**config.mk**
```make
export PLATFORM = sky130hd
export DESIGN_NAME = cmpc_top
export DESIGN_NICKNAME = d
export VERILOG_FILES = /design/src/include/cmpc_pkg.sv /design/src/hdl/cmpc_top.sv
export VERILOG_INCLUDE_DIRS = /design/src /design/src/include
export SDC_FILE = /design/constraint.sdc
export NUM_CORES = 1
export LEC_CHECK = 0
export ABC_CLOCK_PERIOD_IN_PS = 1700
export BUFFER_PORTS_ARGS = -buffer_cell sky130_fd_sc_hd__buf_2
export CAP_MARGIN = 20
export CORE_ASPECT_RATIO = 0.7
export CORE_UTILIZATION = 45
export CTS_CLUSTER_DIAMETER = 150
export DETAILED_ROUTE_END_ITERATION = 7
export GPL_TIMING_DRIVEN = 0
export PLACE_DENSITY = 0.68
export SLEW_MARGIN = 20
export SYNTH_ARGS = -nofsm -noshare
export SYNTH_HDL_FRONTEND = slang
export SYNTH_SLANG_ARGS = --single-unit
```
**constraint.sdc**
```tcl
create_clock -name core_clk -period 1.7 [get_ports core_clk]
set_input_delay 0.085 -clock core_clk [delete_from_list [all_inputs] [get_ports core_clk]]
set_output_delay 0.085 -clock core_clk [all_outputs]
set_load 0.03 [all_outputs]
```
**src/include/cmpc_defs.svh**
```systemverilog
`ifndef CMPC_DEFS_SVH
`define CMPC_DEFS_SVH

// ----------------------------------------------------------------
// Register map (byte addresses on the plain register port)
// ----------------------------------------------------------------
`define CMPC_ADDR_W 8
`define CMPC_DATA_W 8
`define CMPC_CH_STRIDE 8'h04
`define CMPC_OFF_CTRL_FIRST 2'h0
`define CMPC_OFF_CTRL_SECOND 2'h1
`define CMPC_OFF_MINUS_SEL 2'h2
`define CMPC_OFF_PLUS_SEL 2'h3
`define CMPC_ADDR_CH_LAST 8'h07
`define CMPC_ADDR_MIRROR 8'h08
`define CMPC_ADDR_IRQ_FLAG 8'h09
`define CMPC_ADDR_WAKE_EN 8'h0a
`define CMPC_ADDR_ANALOG_SEL 8'h0b
`define CMPC_ADDR_PORT 8'h0c

// ----------------------------------------------------------------
// Field positions
// ----------------------------------------------------------------
`define CMPC_BIT_ENABLE 7
`define CMPC_BIT_RESULT 6
`define CMPC_BIT_INVERT 4
`define CMPC_BIT_HYST 1
`define CMPC_BIT_ALIGN 0
`define CMPC_BIT_RISE 1
`define CMPC_BIT_FALL 0

// ----------------------------------------------------------------
// Input select encodings and reset values
// ----------------------------------------------------------------
`define CMPC_PLUS_OPEN_A 3'h2
`define CMPC_PLUS_OPEN_B 3'h3
`define CMPC_PLUS_DISPLAY_REF 3'h4
`define CMPC_MINUS_OPEN 3'h5
`define CMPC_RESET_BYTE 8'h00

// ----------------------------------------------------------------
// Timing: instruction cycle is four core cycles
// ----------------------------------------------------------------
`define CMPC_INSTR_LAST 2'h3

`endif

```
**src/include/cmpc_pkg.sv**
```systemverilog
package cmpc_pkg;

    typedef struct packed {
        logic en;
        logic inv;
        logic hyst;
        logic align;
        logic riseEn;
        logic fallEn;
        logic [2:0] plusSel;
        logic [2:0] minusSel;
    } cmpc_cfg_t;

    typedef struct packed {
        logic powerOn;
        logic hyst;
        logic plusConnect;
        logic [2:0] plusCode;
        logic minusConnect;
        logic [2:0] minusCode;
    } cmpc_ana_t;

endpackage

```
**src/hdl/cmpc_top.sv**
```systemverilog
`timescale 1ns/1ns
`include "cmpc_defs.svh"

// Notes on behaviour
// - Comparator runs only while enabled
// - Result readable in control and mirror
// - Internal result latched once per instruction
// - Invert bit complements plus-over-minus result
// - Hysteresis bit adds input separation voltage
// - Result offered as gate timer gate
// - Aligned result taken on timer falling edge
// - Prescaled timer clock used when prescaling
// - Qualified rise or fall sets flag
// - Software clears flag; new edge wins
// - Invert or enable toggles reach edge detectors
// - Three-bit plus select picks plus source
// - Disabled comparator disconnects all inputs
// - Three-bit minus select picks minus source
// - Analog-selected port pins read as zero
// - Active result with enable suspends waveform
// - Unaligned comparator keeps running in Sleep
// - Aligned path on system clock stops asleep
// - Enabled comparator interrupt wakes from Sleep
// - Plus select encoding table
// - Minus select encoding table
// - Unaligned result passes without timer edge
module cmpc_top (
    input wire logic core_clk,
    input wire logic rst_n,
    input wire logic [7:0] regAddr,
    input wire logic [7:0] regWrData,
    input wire logic regWr,
    input wire logic regRd,
    output logic [7:0] regRdData,
    input wire logic [1:0] cmpRaw,
    output cmpc_pkg::cmpc_ana_t [1:0] anaCtrl,
    input wire logic tmrSrcClk,
    input wire logic tmrPrescaledClk,
    input wire logic tmrPrescaleOn,
    input wire logic tmrClkIsSys,
    input wire logic sleepMode,
    output logic [1:0] gateOut,
    input wire logic [1:0] shutdownSrcEnable,
    output logic waveSuspend,
    output logic [1:0] irqReq,
    output logic wakeReq,
    input wire logic [7:0] portPins
);
    import cmpc_pkg::*;

    // ------------------------------------------------------------
    // Instruction-cycle divider
    // ------------------------------------------------------------
    logic [1:0] instrCnt;
    logic instrTick;

    always_ff @(posedge core_clk) begin
        if (!rst_n) begin
            instrCnt <= 2'h0;
        end else begin
            instrCnt <= instrCnt + 2'h1;
        end
    end

    assign instrTick = (instrCnt == `CMPC_INSTR_LAST);

    // ------------------------------------------------------------
    // Synchronisers for the analog outputs, timer clocks and pins
    // ------------------------------------------------------------
    logic [1:0] rawS1;
    logic [1:0] rawS2;
    logic srcS1;
    logic srcS2;
    logic preS1;
    logic preS2;
    logic tmrPrev;
    logic tmrCur;
    logic tmrFall;
    logic [7:0] pinS1;
    logic [7:0] pinS2;

    always_ff @(posedge core_clk) begin
        if (!rst_n) begin
            rawS1 <= 2'h0;
            rawS2 <= 2'h0;
        end else begin
            rawS1 <= cmpRaw;
            rawS2 <= rawS1;
        end
    end

    always_ff @(posedge core_clk) begin
        if (!rst_n) begin
            srcS1 <= 1'b0;
            srcS2 <= 1'b0;
            preS1 <= 1'b0;
            preS2 <= 1'b0;
            tmrPrev <= 1'b0;
        end else begin
            srcS1 <= tmrSrcClk;
            srcS2 <= srcS1;
            preS1 <= tmrPrescaledClk;
            preS2 <= preS1;
            tmrPrev <= tmrCur;
        end
    end

    assign tmrCur = tmrPrescaleOn ? preS2 : srcS2;
    // Falling edge so the timer, counting on rising, never races us
    assign tmrFall = tmrPrev & ~tmrCur;

    always_ff @(posedge core_clk) begin
        if (!rst_n) begin
            pinS1 <= 8'h00;
            pinS2 <= 8'h00;
        end else begin
            pinS1 <= portPins;
            pinS2 <= pinS1;
        end
    end

    // ------------------------------------------------------------
    // Shared registers
    // ------------------------------------------------------------
    logic [1:0] irqFlag;
    logic [1:0] wakeEn;
    logic [7:0] analogSel;
    logic [1:0] latched;
    logic [1:0] setEvt;
    logic wrFlag;

    assign wrFlag = regWr && (regAddr == `CMPC_ADDR_IRQ_FLAG);

    always_ff @(posedge core_clk) begin
        if (!rst_n) begin
            wakeEn <= 2'h0;
        end else if (regWr && (regAddr == `CMPC_ADDR_WAKE_EN)) begin
            wakeEn <= regWrData[1:0];
        end
    end

    always_ff @(posedge core_clk) begin
        if (!rst_n) begin
            analogSel <= `CMPC_RESET_BYTE;
        end else if (regWr && (regAddr == `CMPC_ADDR_ANALOG_SEL)) begin
            analogSel <= regWrData;
        end
    end

    always_ff @(posedge core_clk) begin
        if (!rst_n) begin
            irqFlag <= 2'h0;
        end else begin
            irqFlag <= setEvt | (wrFlag ? regWrData[1:0] : irqFlag);
        end
    end

    // ------------------------------------------------------------
    // Per-channel logic
    // ------------------------------------------------------------
    cmpc_cfg_t [1:0] cfg;
    logic [1:0] res;
    logic [1:0] alignedQ;
    logic [1:0] alignHold;
    logic [1:0][7:0] chRd [0:3];

    genvar ch;
    generate
        for (ch = 0; ch < 2; ch = ch + 1) begin : g_ch
            logic hit;
            logic [1:0] off;

            assign hit = (regAddr[7:2] == 6'(ch));
            assign off = regAddr[1:0];

            always_ff @(posedge core_clk) begin
                if (!rst_n) begin
                    cfg[ch] <= '0;
                end else if (regWr && hit) begin
                    case (off)
                        `CMPC_OFF_CTRL_FIRST: begin
                            cfg[ch].en <= regWrData[`CMPC_BIT_ENABLE];
                            cfg[ch].inv <= regWrData[`CMPC_BIT_INVERT];
                            cfg[ch].hyst <= regWrData[`CMPC_BIT_HYST];
                            cfg[ch].align <= regWrData[`CMPC_BIT_ALIGN];
                        end
                        `CMPC_OFF_CTRL_SECOND: begin
                            cfg[ch].riseEn <= regWrData[`CMPC_BIT_RISE];
                            cfg[ch].fallEn <= regWrData[`CMPC_BIT_FALL];
                        end
                        `CMPC_OFF_MINUS_SEL: begin
                            cfg[ch].minusSel <= regWrData[2:0];
                        end
                        default: begin
                            cfg[ch].plusSel <= regWrData[2:0];
                        end
                    endcase
                end
            end

            // disabled reads as low before polarity
            // so toggling invert or enable still moves the result
            assign res[ch] = (cfg[ch].en & rawS2[ch]) ^ cfg[ch].inv;

            always_ff @(posedge core_clk) begin
                if (!rst_n) begin
                    latched[ch] <= 1'b0;
                end else if (instrTick) begin
                    latched[ch] <= res[ch];
                end
            end

            // qualified edges of the latched result
            assign setEvt[ch] = instrTick &&
                ((cfg[ch].riseEn && res[ch] && !latched[ch]) ||
                 (cfg[ch].fallEn && !res[ch] && latched[ch]));

            // timer stops in Sleep when fed from system clock
            assign alignHold[ch] = sleepMode && tmrClkIsSys;

            always_ff @(posedge core_clk) begin
                if (!rst_n) begin
                    alignedQ[ch] <= 1'b0;
                end else if (tmrFall && !alignHold[ch]) begin
                    alignedQ[ch] <= res[ch];
                end
            end

            assign gateOut[ch] = cfg[ch].align ? alignedQ[ch] : res[ch];

            always_comb begin
                anaCtrl[ch].powerOn = cfg[ch].en;
                anaCtrl[ch].hyst = cfg[ch].en & cfg[ch].hyst;
                anaCtrl[ch].plusCode = cfg[ch].plusSel;
                anaCtrl[ch].minusCode = cfg[ch].minusSel;
                anaCtrl[ch].plusConnect = cfg[ch].en &&
                    (cfg[ch].plusSel != `CMPC_PLUS_OPEN_A) &&
                    (cfg[ch].plusSel != `CMPC_PLUS_OPEN_B) &&
                    !(ch == 0 &&
                      cfg[ch].plusSel == `CMPC_PLUS_DISPLAY_REF);
                anaCtrl[ch].minusConnect = cfg[ch].en &&
                    (cfg[ch].minusSel != `CMPC_MINUS_OPEN);
            end

            // status byte shows the latched result
            always_comb begin
                chRd[0][ch] = 8'h00;
                chRd[0][ch][`CMPC_BIT_ENABLE] = cfg[ch].en;
                chRd[0][ch][`CMPC_BIT_RESULT] = latched[ch];
                chRd[0][ch][`CMPC_BIT_INVERT] = cfg[ch].inv;
                chRd[0][ch][`CMPC_BIT_HYST] = cfg[ch].hyst;
                chRd[0][ch][`CMPC_BIT_ALIGN] = cfg[ch].align;
                chRd[1][ch] = 8'h00;
                chRd[1][ch][`CMPC_BIT_RISE] = cfg[ch].riseEn;
                chRd[1][ch][`CMPC_BIT_FALL] = cfg[ch].fallEn;
                chRd[2][ch] = {5'h00, cfg[ch].minusSel};
                chRd[3][ch] = {5'h00, cfg[ch].plusSel};
            end

            // ----------------------------------------------------
            // Checks for this channel
            // ----------------------------------------------------
            property p_latch_tick;
                @(posedge core_clk) disable iff (!rst_n)
                instrTick |=> latched[ch] == $past(res[ch]);
            endproperty
            a_latch_tick: assert property (p_latch_tick)
                else $error("latch missed instruction tick");

            property p_latch_hold;
                @(posedge core_clk) disable iff (!rst_n)
                !instrTick |=> $stable(latched[ch]);
            endproperty
            a_latch_hold: assert property (p_latch_hold)
                else $error("latch moved between ticks");

            property p_polarity;
                @(posedge core_clk) disable iff (!rst_n)
                cfg[ch].en |-> res[ch] == (rawS2[ch] ^ cfg[ch].inv);
            endproperty
            a_polarity: assert property (p_polarity)
                else $error("polarity wrong");

            property p_flag_set;
                @(posedge core_clk) disable iff (!rst_n)
                (instrTick && cfg[ch].riseEn && res[ch] && !latched[ch])
                |=> irqFlag[ch];
            endproperty
            a_flag_set: assert property (p_flag_set)
                else $error("rising edge did not set flag");

            property p_set_wins;
                @(posedge core_clk) disable iff (!rst_n)
                (setEvt[ch] && wrFlag && !regWrData[ch]) |=> irqFlag[ch];
            endproperty
            a_set_wins: assert property (p_set_wins)
                else $error("clear beat a new edge");

            property p_disconnect;
                @(posedge core_clk) disable iff (!rst_n)
                !cfg[ch].en |-> !anaCtrl[ch].plusConnect &&
                    !anaCtrl[ch].minusConnect && !anaCtrl[ch].powerOn;
            endproperty
            a_disconnect: assert property (p_disconnect)
                else $error("disabled comparator still connected");

            property p_align_fall;
                @(posedge core_clk) disable iff (!rst_n)
                (tmrFall && !alignHold[ch])
                |=> alignedQ[ch] == $past(res[ch]);
            endproperty
            a_align_fall: assert property (p_align_fall)
                else $error("aligned result not taken on fall");

            property p_sleep_hold;
                @(posedge core_clk) disable iff (!rst_n)
                (sleepMode && tmrClkIsSys)[*2] |-> $stable(alignedQ[ch]);
            endproperty
            a_sleep_hold: assert property (p_sleep_hold)
                else $error("aligned path moved in Sleep");

            property p_async;
                @(posedge core_clk) disable iff (!rst_n)
                !cfg[ch].align |-> gateOut[ch] == res[ch];
            endproperty
            a_async: assert property (p_async)
                else $error("unaligned gate not direct");
        end
    endgenerate

    // ------------------------------------------------------------
    // Waveform shutdown, interrupt and wake outputs
    // ------------------------------------------------------------
    // immediate suspend, no latch in the way
    assign waveSuspend = |(res & shutdownSrcEnable);
    assign irqReq = irqFlag;
    assign wakeReq = |(irqFlag & wakeEn);

    property p_shutdown;
        @(posedge core_clk) disable iff (!rst_n)
        (res[1] && shutdownSrcEnable[1]) |-> waveSuspend;
    endproperty
    a_shutdown: assert property (p_shutdown)
        else $error("shutdown not raised");

    property p_wake;
        @(posedge core_clk) disable iff (!rst_n)
        (|(setEvt & wakeEn) && !regWr) |=> wakeReq;
    endproperty
    a_wake: assert property (p_wake)
        else $error("wake not raised");

    // ------------------------------------------------------------
    // Register read port
    // ------------------------------------------------------------
    logic [7:0] next_regRdData;

    always_comb begin
        next_regRdData = 8'h00;
        if (regAddr <= `CMPC_ADDR_CH_LAST) begin
            next_regRdData = chRd[regAddr[1:0]][regAddr[2]];
        end else begin
            case (regAddr)
                `CMPC_ADDR_MIRROR: next_regRdData = {6'h00, latched};
                `CMPC_ADDR_IRQ_FLAG: next_regRdData = {6'h00, irqFlag};
                `CMPC_ADDR_WAKE_EN: next_regRdData = {6'h00, wakeEn};
                `CMPC_ADDR_ANALOG_SEL: next_regRdData = analogSel;
                `CMPC_ADDR_PORT: next_regRdData = pinS2 & ~analogSel;
                default: next_regRdData = 8'h00;
            endcase
        end
    end

    always_ff @(posedge core_clk) begin
        if (!rst_n) begin
            regRdData <= 8'h00;
        end else begin
            regRdData <= regRd ? next_regRdData : 8'h00;
        end
    end

    property p_mirror;
        @(posedge core_clk) disable iff (!rst_n)
        (regRd && regAddr == `CMPC_ADDR_MIRROR)
        |=> regRdData == {6'h00, $past(latched)};
    endproperty
    a_mirror: assert property (p_mirror)
        else $error("mirror read wrong");

endmodule

```
==> flow_summary_export.csv, run 1 <==
group,metric,value,unit
outcome,status,"finished clean",
synth,synth_top_family_by_area,"simple AND/OR/NAND/NOR gates",
synth,yosys.cell_types.count,40,
synth,synth_compound_area_share,4.96,%
placed_design,gp_congestion,0.897,
clock_tree,cts-root-buf,"clkbuf_8",
synth,synthAdderAreaFrac,0.382,%
critical_path,timing.rr.start,"anaCtrl[9]",
synth,yosys.area_share.simple,23.2,%
cells_and_area,nFillCells,601,
floorplanning,dieHeight,73.4,um
cells_and_area,drive_gt1_share,28.5,%
power,power_switching,811,uW
cells_and_area,stdcell_area,4190,sq um
grt,grt_max_degree,14,
cells_and_area,nets,458,
timing,hold_viol,0,
floorplanning,rows,25,
timing,worstMarginPinSlew,935,ps
detailed_routing,vias,2662,
timing,rsz0062_at_grt,"false",
synth,synth_edf_count,0,
flow_run,maxCapViolCount,0,
placed_design,dp_hpwl,5870,um
critical_path,startpoint_type,"flip-flop",
synth,synth_cells,326,
critical_path,cp_slowest_stage_delay,400,ps
clock_tree,clk_latency,360,ps
detailed_routing,drt_iter0_markers,157,
timing,setup_viol,0,
grt,antenna_found_initial,0,
timing,fmax,0.630,GHz
timing,fin_crit,1590,ps
timing,slew_violations,0,
critical_path,crit_path_start,"anaCtrl[19]",
clock_tree,h-tree-depth,3,
grt,grt_pass1_vias,2565,
synth,synth_top_area_share,45.8,%
grt,grt_overflow,0,
synth,syn-num-nets,364,
floorplanning,core,6880,sq um
power,p_int,3.01,mW
timing,finClkSkew,5.89,ps
critical_path,arrival,1500,ps
placed_design,place_ws,-158,ps
cells_and_area,diodes,0,
power,power_frac_seq,46.9,%
synth,synthTopCellsByCount,"dfxtp_1 (75), mux2i_1 (48), nand2_1 (41)",
critical_path,critPathSlowestCell,"dfxtp_4",
timing,maxSlewHeadroom,37.5,%
synth,synth_ff_type,"dfxtp_1",
detailed_routing,drt_first_pass_iters,5,
synth,ys_warn_count,0,
floorplanning,ios,71,
power,power.leakage,1.69,nW
critical_path,critPathRequiredTime,1620,ps
clock_tree,clock_path_buffers,2,
detailed_routing,routed_wl,8070,um
placed_design,place_area,3740,sq um
synth,synth_xor_area_share,0.534,%
placed_design,io_buffers,68,
timing,post-route-worst-setup-slack,113,ps
critical_path,path_cells,"nand2_1 -> xnor2_4 -> mux2_2 -> buf_2",
cells_and_area,fin_cells,518,
synth,yosys-mux-area-fraction,19.5,%
critical_path,crit_type,"reg -> out",
detailed_routing,postRouteAntennaNets,0,
power,p_sw_share,21.2,%
synth,async_flop_share,0,%
synth,syn_avg_cell_area,10.1,sq um
clock_tree,clk_transition_reported_paths,80,ps
power,p_clk_share,47.0,%
floorplanning,die_area,7640,sq um
cells_and_area,syn_to_final_growth,27.9,%
synth,synth.most_common_cell,"dfxtp_1",
detailed_routing,route.detailed.drc,0,
clock_tree,cts_tree,"done",
timing,fin_crit_sh,93.3,%
detailed_routing,wl_per_cell,15.6,um
clock_tree,cts_buffers,9,
power,p_per_area,912,nW/um^2
synth,netlist_area,3280,sq um
power,irDropWorstVdd,466,uV
synth,yosysSeqAreaShare,45.8,%
hold_path,hp-class,"in -> reg",
critical_path,cp-end-kind,"output port",
grt,grt_pass1_wl,13200,um
floorplanning,die_w,104,um
grt,grt.total_usage,23.2,%
synth,synthTopCellsByArea,"dfxtp_1 (46%), mux2i_1 (15%), and2_1 (5.3%)",
placed_design,placedCellCount,488,
clock_tree,cts.sinks,75,
timing,holdWs,6.90,ps
hold_path,holdCritStartpoint,"regWrData[3]",
synth,synth_top_cell_by_area,"dfxtp_1",
power,power_frac_comb,6.1,%
critical_path,path_max_fanout,7,
floorplanning,start_util,47.6,%
synth,synth-seq-cells,75,
detailed_routing,drt-vias-per-instance,5.14,
per-stage QoR:
step	TNS (ps)	util [%]	power, mW
finish	0	60.9	3.82
global placement	-1910	54.3	2.04
CTS	0	60.5	3.85
detailed placement	-2380	54.3	2.04
global route	0	60.9	3.97
floorplan	0	-	1.95
worst paths after layout:
kind | cells after the start | slack, ps | to
setup reg to reg | 5 | 250 | irqReq[0]
hold reg to reg | 1 | 430 | instrCnt[0]
setup / recovery | 4 | 110 | gateOut[1]
hold / removal | 3 | 7 | analogSel[3]
what timing repair did:
action | 4_1_cts | 5_1_grt
setup endpoints to repair | 4 | 3
hold endpoints to repair | 14 | 0
hold buffers | 14 | 0
pin swaps | 0 | 1
resized for setup | 5 | 4
setup buffers | 0 | 1
layout by cell type (no fill, tap or decap), types with 6 or more instances in the layout:
cell and count:
clkbuf_8 9, buf_2 71, clkbuf_1 10, buf_4 15
dfxtp_1 73, nor2_1 8, and2_1 28, nor2b_1 22
mux2i_1 48, dlygate4sd3_1 14, nand3_1 6, nand2_1 40
nand2b_1 7
power by group through the flow:
stage | Combinational (mW) | Clock [mW] | Sequential, mW
after floorplan | 0.117 | 0 | 1.83
after global placement | 0.201 | 0 | 1.84
after detailed placement | 0.206 | 0 | 1.84
after CTS | 0.232 | 1.82 | 1.80
after global routing | 0.254 | 1.92 | 1.80
final | 0.232 | 1.80 | 1.79
sequential cells by signal (all words and copies together) (netlist names), 8 cells and up:
| signal | count |
|---|---|
| anaCtrl | 14 |
| analogSel | 8 |
| cfg | 10 |
| pinS1 | 8 |
| pinS2 | 8 |
| regRdData | 8 |
layout make-up:
class | count | area (sq um) | share of cell area, %
Buffer | 30 | 169 | 4.03
Clock buffer | 9 | 124 | 2.95
Clock inverter | 6 | 138 | 3.28
Inverter | 4 | 15.0 | 0.358
Multi-Input combinational cell | 217 | 1630 | 38.9
Sequential cell | 75 | 1510 | 36.0
Tap cell | 94 | 118 | 2.81
Timing Repair Buffer | 83 | 488 | 11.6
metal layers:
layer | global-route usage [%] | vias up | part of all wire, % | routed length [um]
met5 | 0 | - | 0 | 0
met4 | 6.83 | 0 | 1.3 | 107
met3 | 7.10 | 13 | 9.6 | 774
met2 | 34.5 | 112 | 41 | 3280
met1 | 32.5 | 1249 | 48 | 3910
li1 | - | 1288 | - | -
logic make-up (layout without fill, tap and decap cells):
logic type,count (synthesis),after routing
AOI/OAI and AO/OA,24,24
xor gates and xnor gates,2,2
adders and majority gates,1,1
buffers and inverters,34,132
DFF,75,75
muxes,57,57
and+or+nand+nor,133,133
worst max-delay path: cells and delay by family (launching register included):
family / cells / cell delay, ps
buf+inv: 1 / 170
simple gates: 1 / 130
flops: 1 / 400
mux: 1 / 270
xor+xnor: 1 / 170
No activity file was read; power rests on OpenSTA's default activity.
==> run 2, diff against run 1 <==
--- a/config.mk
+++ b/config.mk
@@ -14,6 +14,7 @@
 export CTS_CLUSTER_DIAMETER = 150
 export DETAILED_ROUTE_END_ITERATION = 7
 export GPL_TIMING_DRIVEN = 0
+export HOLD_SLACK_MARGIN = 0.12
 export PLACE_DENSITY = 0.68
 export SLEW_MARGIN = 20
 export SYNTH_ARGS = -nofsm -noshare
==> run 2 against run 1 <==
  * Flip-flop and latch count unchanged
  * Non-clock buffer count up 8
  * Sequential share of layout area decreased by 0.67 points
  * Sequential power about the same
  * Via count up 1.9%
  * Clock power about the same
  * Worst setup slack worse by 1.1 ps
  * Die area is the same
==> flow_summary_export.csv, run 2 (same netlist as run 1, synthesis figures left out) <==
group,metric,value,unit
outcome,status,"finished clean",
critical_path,crit_type,"reg -> out",
power,power_frac_comb,6.4,%
critical_path,critPathSlowestCell,"dfxtp_4",
timing,slew_violations,0,
critical_path,startpoint_type,"flip-flop",
clock_tree,cts_buffers,9,
grt,grt_overflow,0,
cells_and_area,utilization,62.1,%
placed_design,io_buffers,68,
cells_and_area,nFillCells,594,
floorplanning,dieHeight,73.4,um
cells_and_area,syn_to_final_growth,30.3,%
critical_path,path_depth,4,
critical_path,path_max_fanout,7,
clock_tree,clk_latency,360,ps
cells_and_area,diodes,0,
critical_path,crit_family,"flip-flops",
timing,fin_crit_sh,93.4,%
timing,maxSlewHeadroom,37.5,%
floorplanning,core,6880,sq um
cells_and_area,fin_cells,526,
critical_path,crit_path_start,"anaCtrl[19]",
cells_and_area,nets,466,
critical_path,path_cells,"nand2_1 -> xnor2_4 -> mux2_2 -> buf_2",
timing,setup_viol,0,
power,p_per_area,900,nW/um^2
power,power_frac_seq,46.6,%
floorplanning,start_util,47.6,%
power,p_clk_share,47.0,%
critical_path,cp.buffers_inverters,1,
critical_path,r2r_end,"irqReq[0]",
cells_and_area,largest_reg_flops,14,
floorplanning,rows,25,
detailed_routing,route.detailed.drc,0,
critical_path,crit_end,"gateOut[1]",
floorplanning,die_w,104,um
detailed_routing,routed_wl,8130,um
clock_tree,cts.sinks,75,
detailed_routing,drt-vias-per-instance,5.16,
cells_and_area,drive_gt1_share,28.0,%
critical_path,cp-end-kind,"output port",
detailed_routing,drt_iter0_markers,179,
grt,grt_max_degree,14,
power,p_sw_share,21.3,%
timing,hold_viol,0,
power,power_switching,821,uW
detailed_routing,wl_per_cell,15.5,um
timing,fmax,0.630,GHz
hold_path,hp-class,"in -> reg",
power,p_int,3.03,mW
placed_design,gp_congestion,0.897,
clock_tree,clock_path_buffers,2,
critical_path,timing.rr.start,"anaCtrl[9]",
power,irDropWorstVdd,466,uV
clock_tree,cts_tree,"done",
critical_path,r2r_cells,5,
power,finalPower,3.85,mW
timing,holdWs,133,ps
clock_tree,h-tree-depth,3,
clock_tree,cts-root-buf,"clkbuf_8",
grt,grt_pass1_vias,2571,
detailed_routing,vias,2712,
floorplanning,die_area,7640,sq um
grt,grt.total_usage,23.3,%
detailed_routing,postRouteAntennaNets,0,
placed_design,placedCellCount,488,
timing,worstMarginPinSlew,936,ps
grt,grt_pass1_wl,13300,um
detailed_routing,drt_first_pass_iters,4,
timing,rsz0062_at_grt,"false",
critical_path,arrival,1500,ps
critical_path,critPathRequiredTime,1620,ps
flow_run,maxCapViolCount,0,
critical_path,rrSetupSlack,250,ps
timing,finClkSkew,8.85,ps
placed_design,dp_hpwl,5870,um
timing,fin_crit,1590,ps
power,power.leakage,1.72,nW
grt,antenna_found_initial,0,
cells_and_area,mostFrequentLayoutCell,"dfxtp_1",
critical_path,cp_slowest_stage_delay,400,ps
cells_and_area,mostFrequentLayoutCells,"dfxtp_1 (73), buf_2 (71), mux2i_1 (48), nand2_1 (40), and2_1 (28)",
floorplanning,ios,71,
clock_tree,clk_transition_reported_paths,80,ps
-- run 2: cell types whose count changed in the layout (fill, tap and decap cells not counted) --
| cell | change |
|---|---|
| dlygate4sd3_1 | +8 |
-- run 2: worst min path at each step --
| stage | from | end | slack [ps] | cells after the start |
|---|---|---|---|---|
| 2_1_floorplan | portPins[0] | pinS1[0] | 210 | 1 |
| 3_3_place_gp | tmrSrcClk | srcS1 | 290 | 2 |
| 3_5_place_dp | portPins[6] | pinS1[6] | 300 | 2 |
| 4_1_cts | regAddr[3] | regRdData[2] | 120 | 4 |
| 5_1_grt | regAddr[3] | regRdData[2] | 150 | 4 |
| 6_report | regAddr[3] | regRdData[2] | 130 | 4 |
-- run 2: power groups by stage --
stage | sequential (mW) | combinational [mW] | clock (mW)
finish | 1.79 | 0.246 | 1.81
global route | 1.80 | 0.270 | 1.91
CTS | 1.80 | 0.246 | 1.82
detailed placement | 1.84 | 0.206 | 0
global placement | 1.84 | 0.201 | 0
floorplan | 1.83 | 0.117 | 0
-- run 2: per-layer routing --
layer / GRT usage (%) / vias up / share of wire (%)
li1: - / 1309 / -
met2: 34.5 / 109 / 41
met1: 32.9 / 1285 / 49
met3: 6.74 / 9 / 9.2
met5: 0 / - / 0
met4: 6.83 / 0 / 1.0
-- run 2: stage by stage --
step | setup TNS (ps) | setup WS [ps] | cell area, sq um
3_3_place_gp | -1910 | -157 | 3740
6_report | 0 | 112 | 4270
4_1_cts | 0 | 9.99 | 4250
5_1_grt | 0 | 39.7 | 4270
3_5_place_dp | -2380 | -158 | 3740
2_1_floorplan | 0 | 268 | 3280
-- run 2: repair_timing --
item | CTS | global route
resized for setup | 5 | 4
pin swaps | 0 | 1
hold buffers | 22 | 0
setup buffers | 0 | 1
endpoints found under the hold margin | 39 | 0
setup endpoints to repair | 4 | 3
-- run 2: cell type report --
type	count	area, sq um	share of cell area, %
clock inverters	6	138	3.22
clock buffers	9	124	2.90
flip-flops and latches	75	1510	35.3
multi-input cells	217	1630	38.2
repair buffers	91	568	13.3
plain buffers	30	169	3.95
well taps	94	118	2.75
inverters	4	15.0	0.351
-- run 2: worst register-to-register path, stage by stage (launching register included) --
cell	delay (ps)
dfxtp_4	420
nand2_2	110
xnor2_4	210
buf_4	160
mux2_2	320
o221ai_1	160
==> run 3, diff against run 2 <==
--- a/config.mk
+++ b/config.mk
@@ -15,6 +15,7 @@
 export DETAILED_ROUTE_END_ITERATION = 7
 export GPL_TIMING_DRIVEN = 0
 export HOLD_SLACK_MARGIN = 0.12
+export MAX_ROUTING_LAYER = met4
 export PLACE_DENSITY = 0.68
 export SLEW_MARGIN = 20
 export SYNTH_ARGS = -nofsm -noshare
==> run 3 against run 2 <==
  * Worst setup slack worse by 10 ps
  * Routed wire length is 3.9% higher
  * Cell count stayed put
  * Sequential power hardly changed
==> flow_summary_export.csv, run 3 (same netlist as run 1, synthesis figures left out) <==
group,metric,value,unit
outcome,status,"finished clean",
critical_path,critPathSlowestCell,"dfxtp_4",
cells_and_area,syn_to_final_growth,28.4,%
timing,slew_violations,0,
cells_and_area,drive_gt1_share,28.0,%
placed_design,gp_congestion,0.904,
critical_path,path_max_fanout,7,
placed_design,io_buffers,68,
critical_path,startpoint_type,"flip-flop",
floorplanning,core,6880,sq um
floorplanning,rows,25,
critical_path,crit_type,"reg -> out",
detailed_routing,route.detailed.drc,0,
critical_path,timing.rr.start,"anaCtrl[9]",
clock_tree,h-tree-depth,3,
detailed_routing,routed_wl,8450,um
timing,fin_crit,1600,ps
timing,hold_viol,0,
power,irDropWorstVdd,384,uV
detailed_routing,postRouteAntennaNets,0,
floorplanning,die_area,7640,sq um
cells_and_area,utilization,61.2,%
grt,grt_max_degree,13,
grt,grt_pass1_vias,2669,
clock_tree,cts_tree,"done",
cells_and_area,multi_input_area,1640,sq um
cells_and_area,diodes,0,
floorplanning,dieHeight,73.4,um
timing,post-route-worst-setup-slack,102,ps
floorplanning,die_w,104,um
grt,grt.total_usage,24.8,%
critical_path,cp_slowest_stage_delay,410,ps
cells_and_area,largest_reg_flops,14,
placed_design,place_ws,-260,ps
detailed_routing,drt_first_pass_iters,4,
detailed_routing,wl_per_cell,16.1,um
power,p_per_area,808,nW/um^2
hold_path,holdCritStartpoint,"rst_n",
cells_and_area,nets,466,
grt,met1_usage,31.5,%
placed_design,dp_hpwl,5940,um
hold_path,hp-class,"in -> reg",
grt,met3_usage,6.74,%
cells_and_area,nFillCells,625,
critical_path,arrival,1510,ps
cells_and_area,mostFrequentLayoutCells,"dfxtp_1 (73), buf_2 (71), mux2i_1 (48), nand2_1 (40), and2_1 (28)",
cells_and_area,seq_area,1510,sq um
cells_and_area,mostFrequentLayoutCell,"dfxtp_1",
timing,rsz0062_at_grt,"false",
power,power.leakage,1.69,nW
clock_tree,cts_buffers,9,
timing,fin_crit_sh,94.0,%
floorplanning,ios,71,
detailed_routing,vias,2684,
timing,maxSlewHeadroom,37.9,%
clock_tree,clock_path_buffers,2,
clock_tree,cts.sinks,75,
grt,grt_pass1_wl,13700,um
grt,antenna_found_initial,0,
critical_path,path_cells,"nand2_1 -> xnor2_4 -> mux2_2 -> buf_2",
critical_path,crit_path_start,"anaCtrl[19]",
critical_path,critPathRequiredTime,1620,ps
grt,globalRoute.busiestLayer,"met2",
clock_tree,clk_transition_reported_paths,70,ps
clock_tree,clk_latency,350,ps
flow_run,maxCapViolCount,0,
timing,setup_viol,0,
floorplanning,start_util,47.6,%
critical_path,cp-end-kind,"output port",
clock_tree,cts-root-buf,"clkbuf_8",
detailed_routing,drt_iter0_markers,146,
timing,fmax,0.626,GHz
grt,grt_overflow,0,
grt,met2_usage,38.7,%
timing,worstMarginPinSlew,930,ps
detailed_routing,drt-vias-per-instance,5.10,
timing,finClkSkew,9.24,ps
[run 3: cell types whose count changed in the layout (fill, tap and decap cells not counted), sizes merged]
cell	previous run	this run
bufinv	4	1
clkbuf	19	21
clkinv	1	2
clkinvlp	0	1
inv	5	4
[run 3: routing by layer]
layer / vias up / part of all wire (%)
met2: 93 / 44
li1: 1314 / -
met4: 0 / 1.4
met3: 12 / 6.2
met1: 1265 / 48
met5: - / 0
[run 3: what timing repair did]
item	4_1_cts	5_1_grt
buffers inserted	0	1
endpoints found under the setup margin	4	13
pin swaps	0	1
resized for setup	4	6
hold endpoints to repair	39	0
hold buffers	22	0
cloned	0	0
[run 3: path summary, 6_finish.rpt]
path                            depth (start not counted)  slack, ps      endpoint
worst min-delay path                                    3        170  regRdData[2]
worst min register to register                          1        430      pinS2[4]
worst max register to register                          5        220     irqReq[0]
worst max-delay path                                    4        100    gateOut[1]
[run 3: cell type report]
| type | instances | area share (%) |
|---|---|---|
| Inverter | 4 | 0.357 |
| Buffer | 30 | 4.01 |
| Timing Repair Buffer | 91 | 13.5 |
| Clock buffer | 11 | 3.36 |
| Clock inverter | 4 | 1.22 |
| Sequential cell | 75 | 35.8 |
| Tap cell | 94 | 2.79 |
| Multi-Input combinational cell | 217 | 38.9 |
[run 3: where the power goes]
part | total (mW) | switching (mW) | internal [mW]
clock network | 1.36 | 0.648 | 0.710
registers | 1.79 | 0.00968 | 1.78
logic | 0.250 | 0.131 | 0.119
[run 3: critical path: cells and delay by family (launching register included)]
family | cells | cell delay, ps
buffers and inverters | 1 | 170
muxes | 1 | 270
and+or+nand+nor | 1 | 140
DFF | 1 | 410
xor gates and xnor gates | 1 | 180
[run 3: through the flow]
stage,setup TNS (ps),cells,hold WS (ps),power (mW),area (sq um)
finish,0,526,173,3.40,4210
detailed placement,-3620,488,294,2.04,3740
CTS,-13.8,525,145,3.43,4170
global route,0,526,162,3.53,4210
global placement,-1890,488,290,2.04,3740
floorplan,0,326,212,1.95,3280
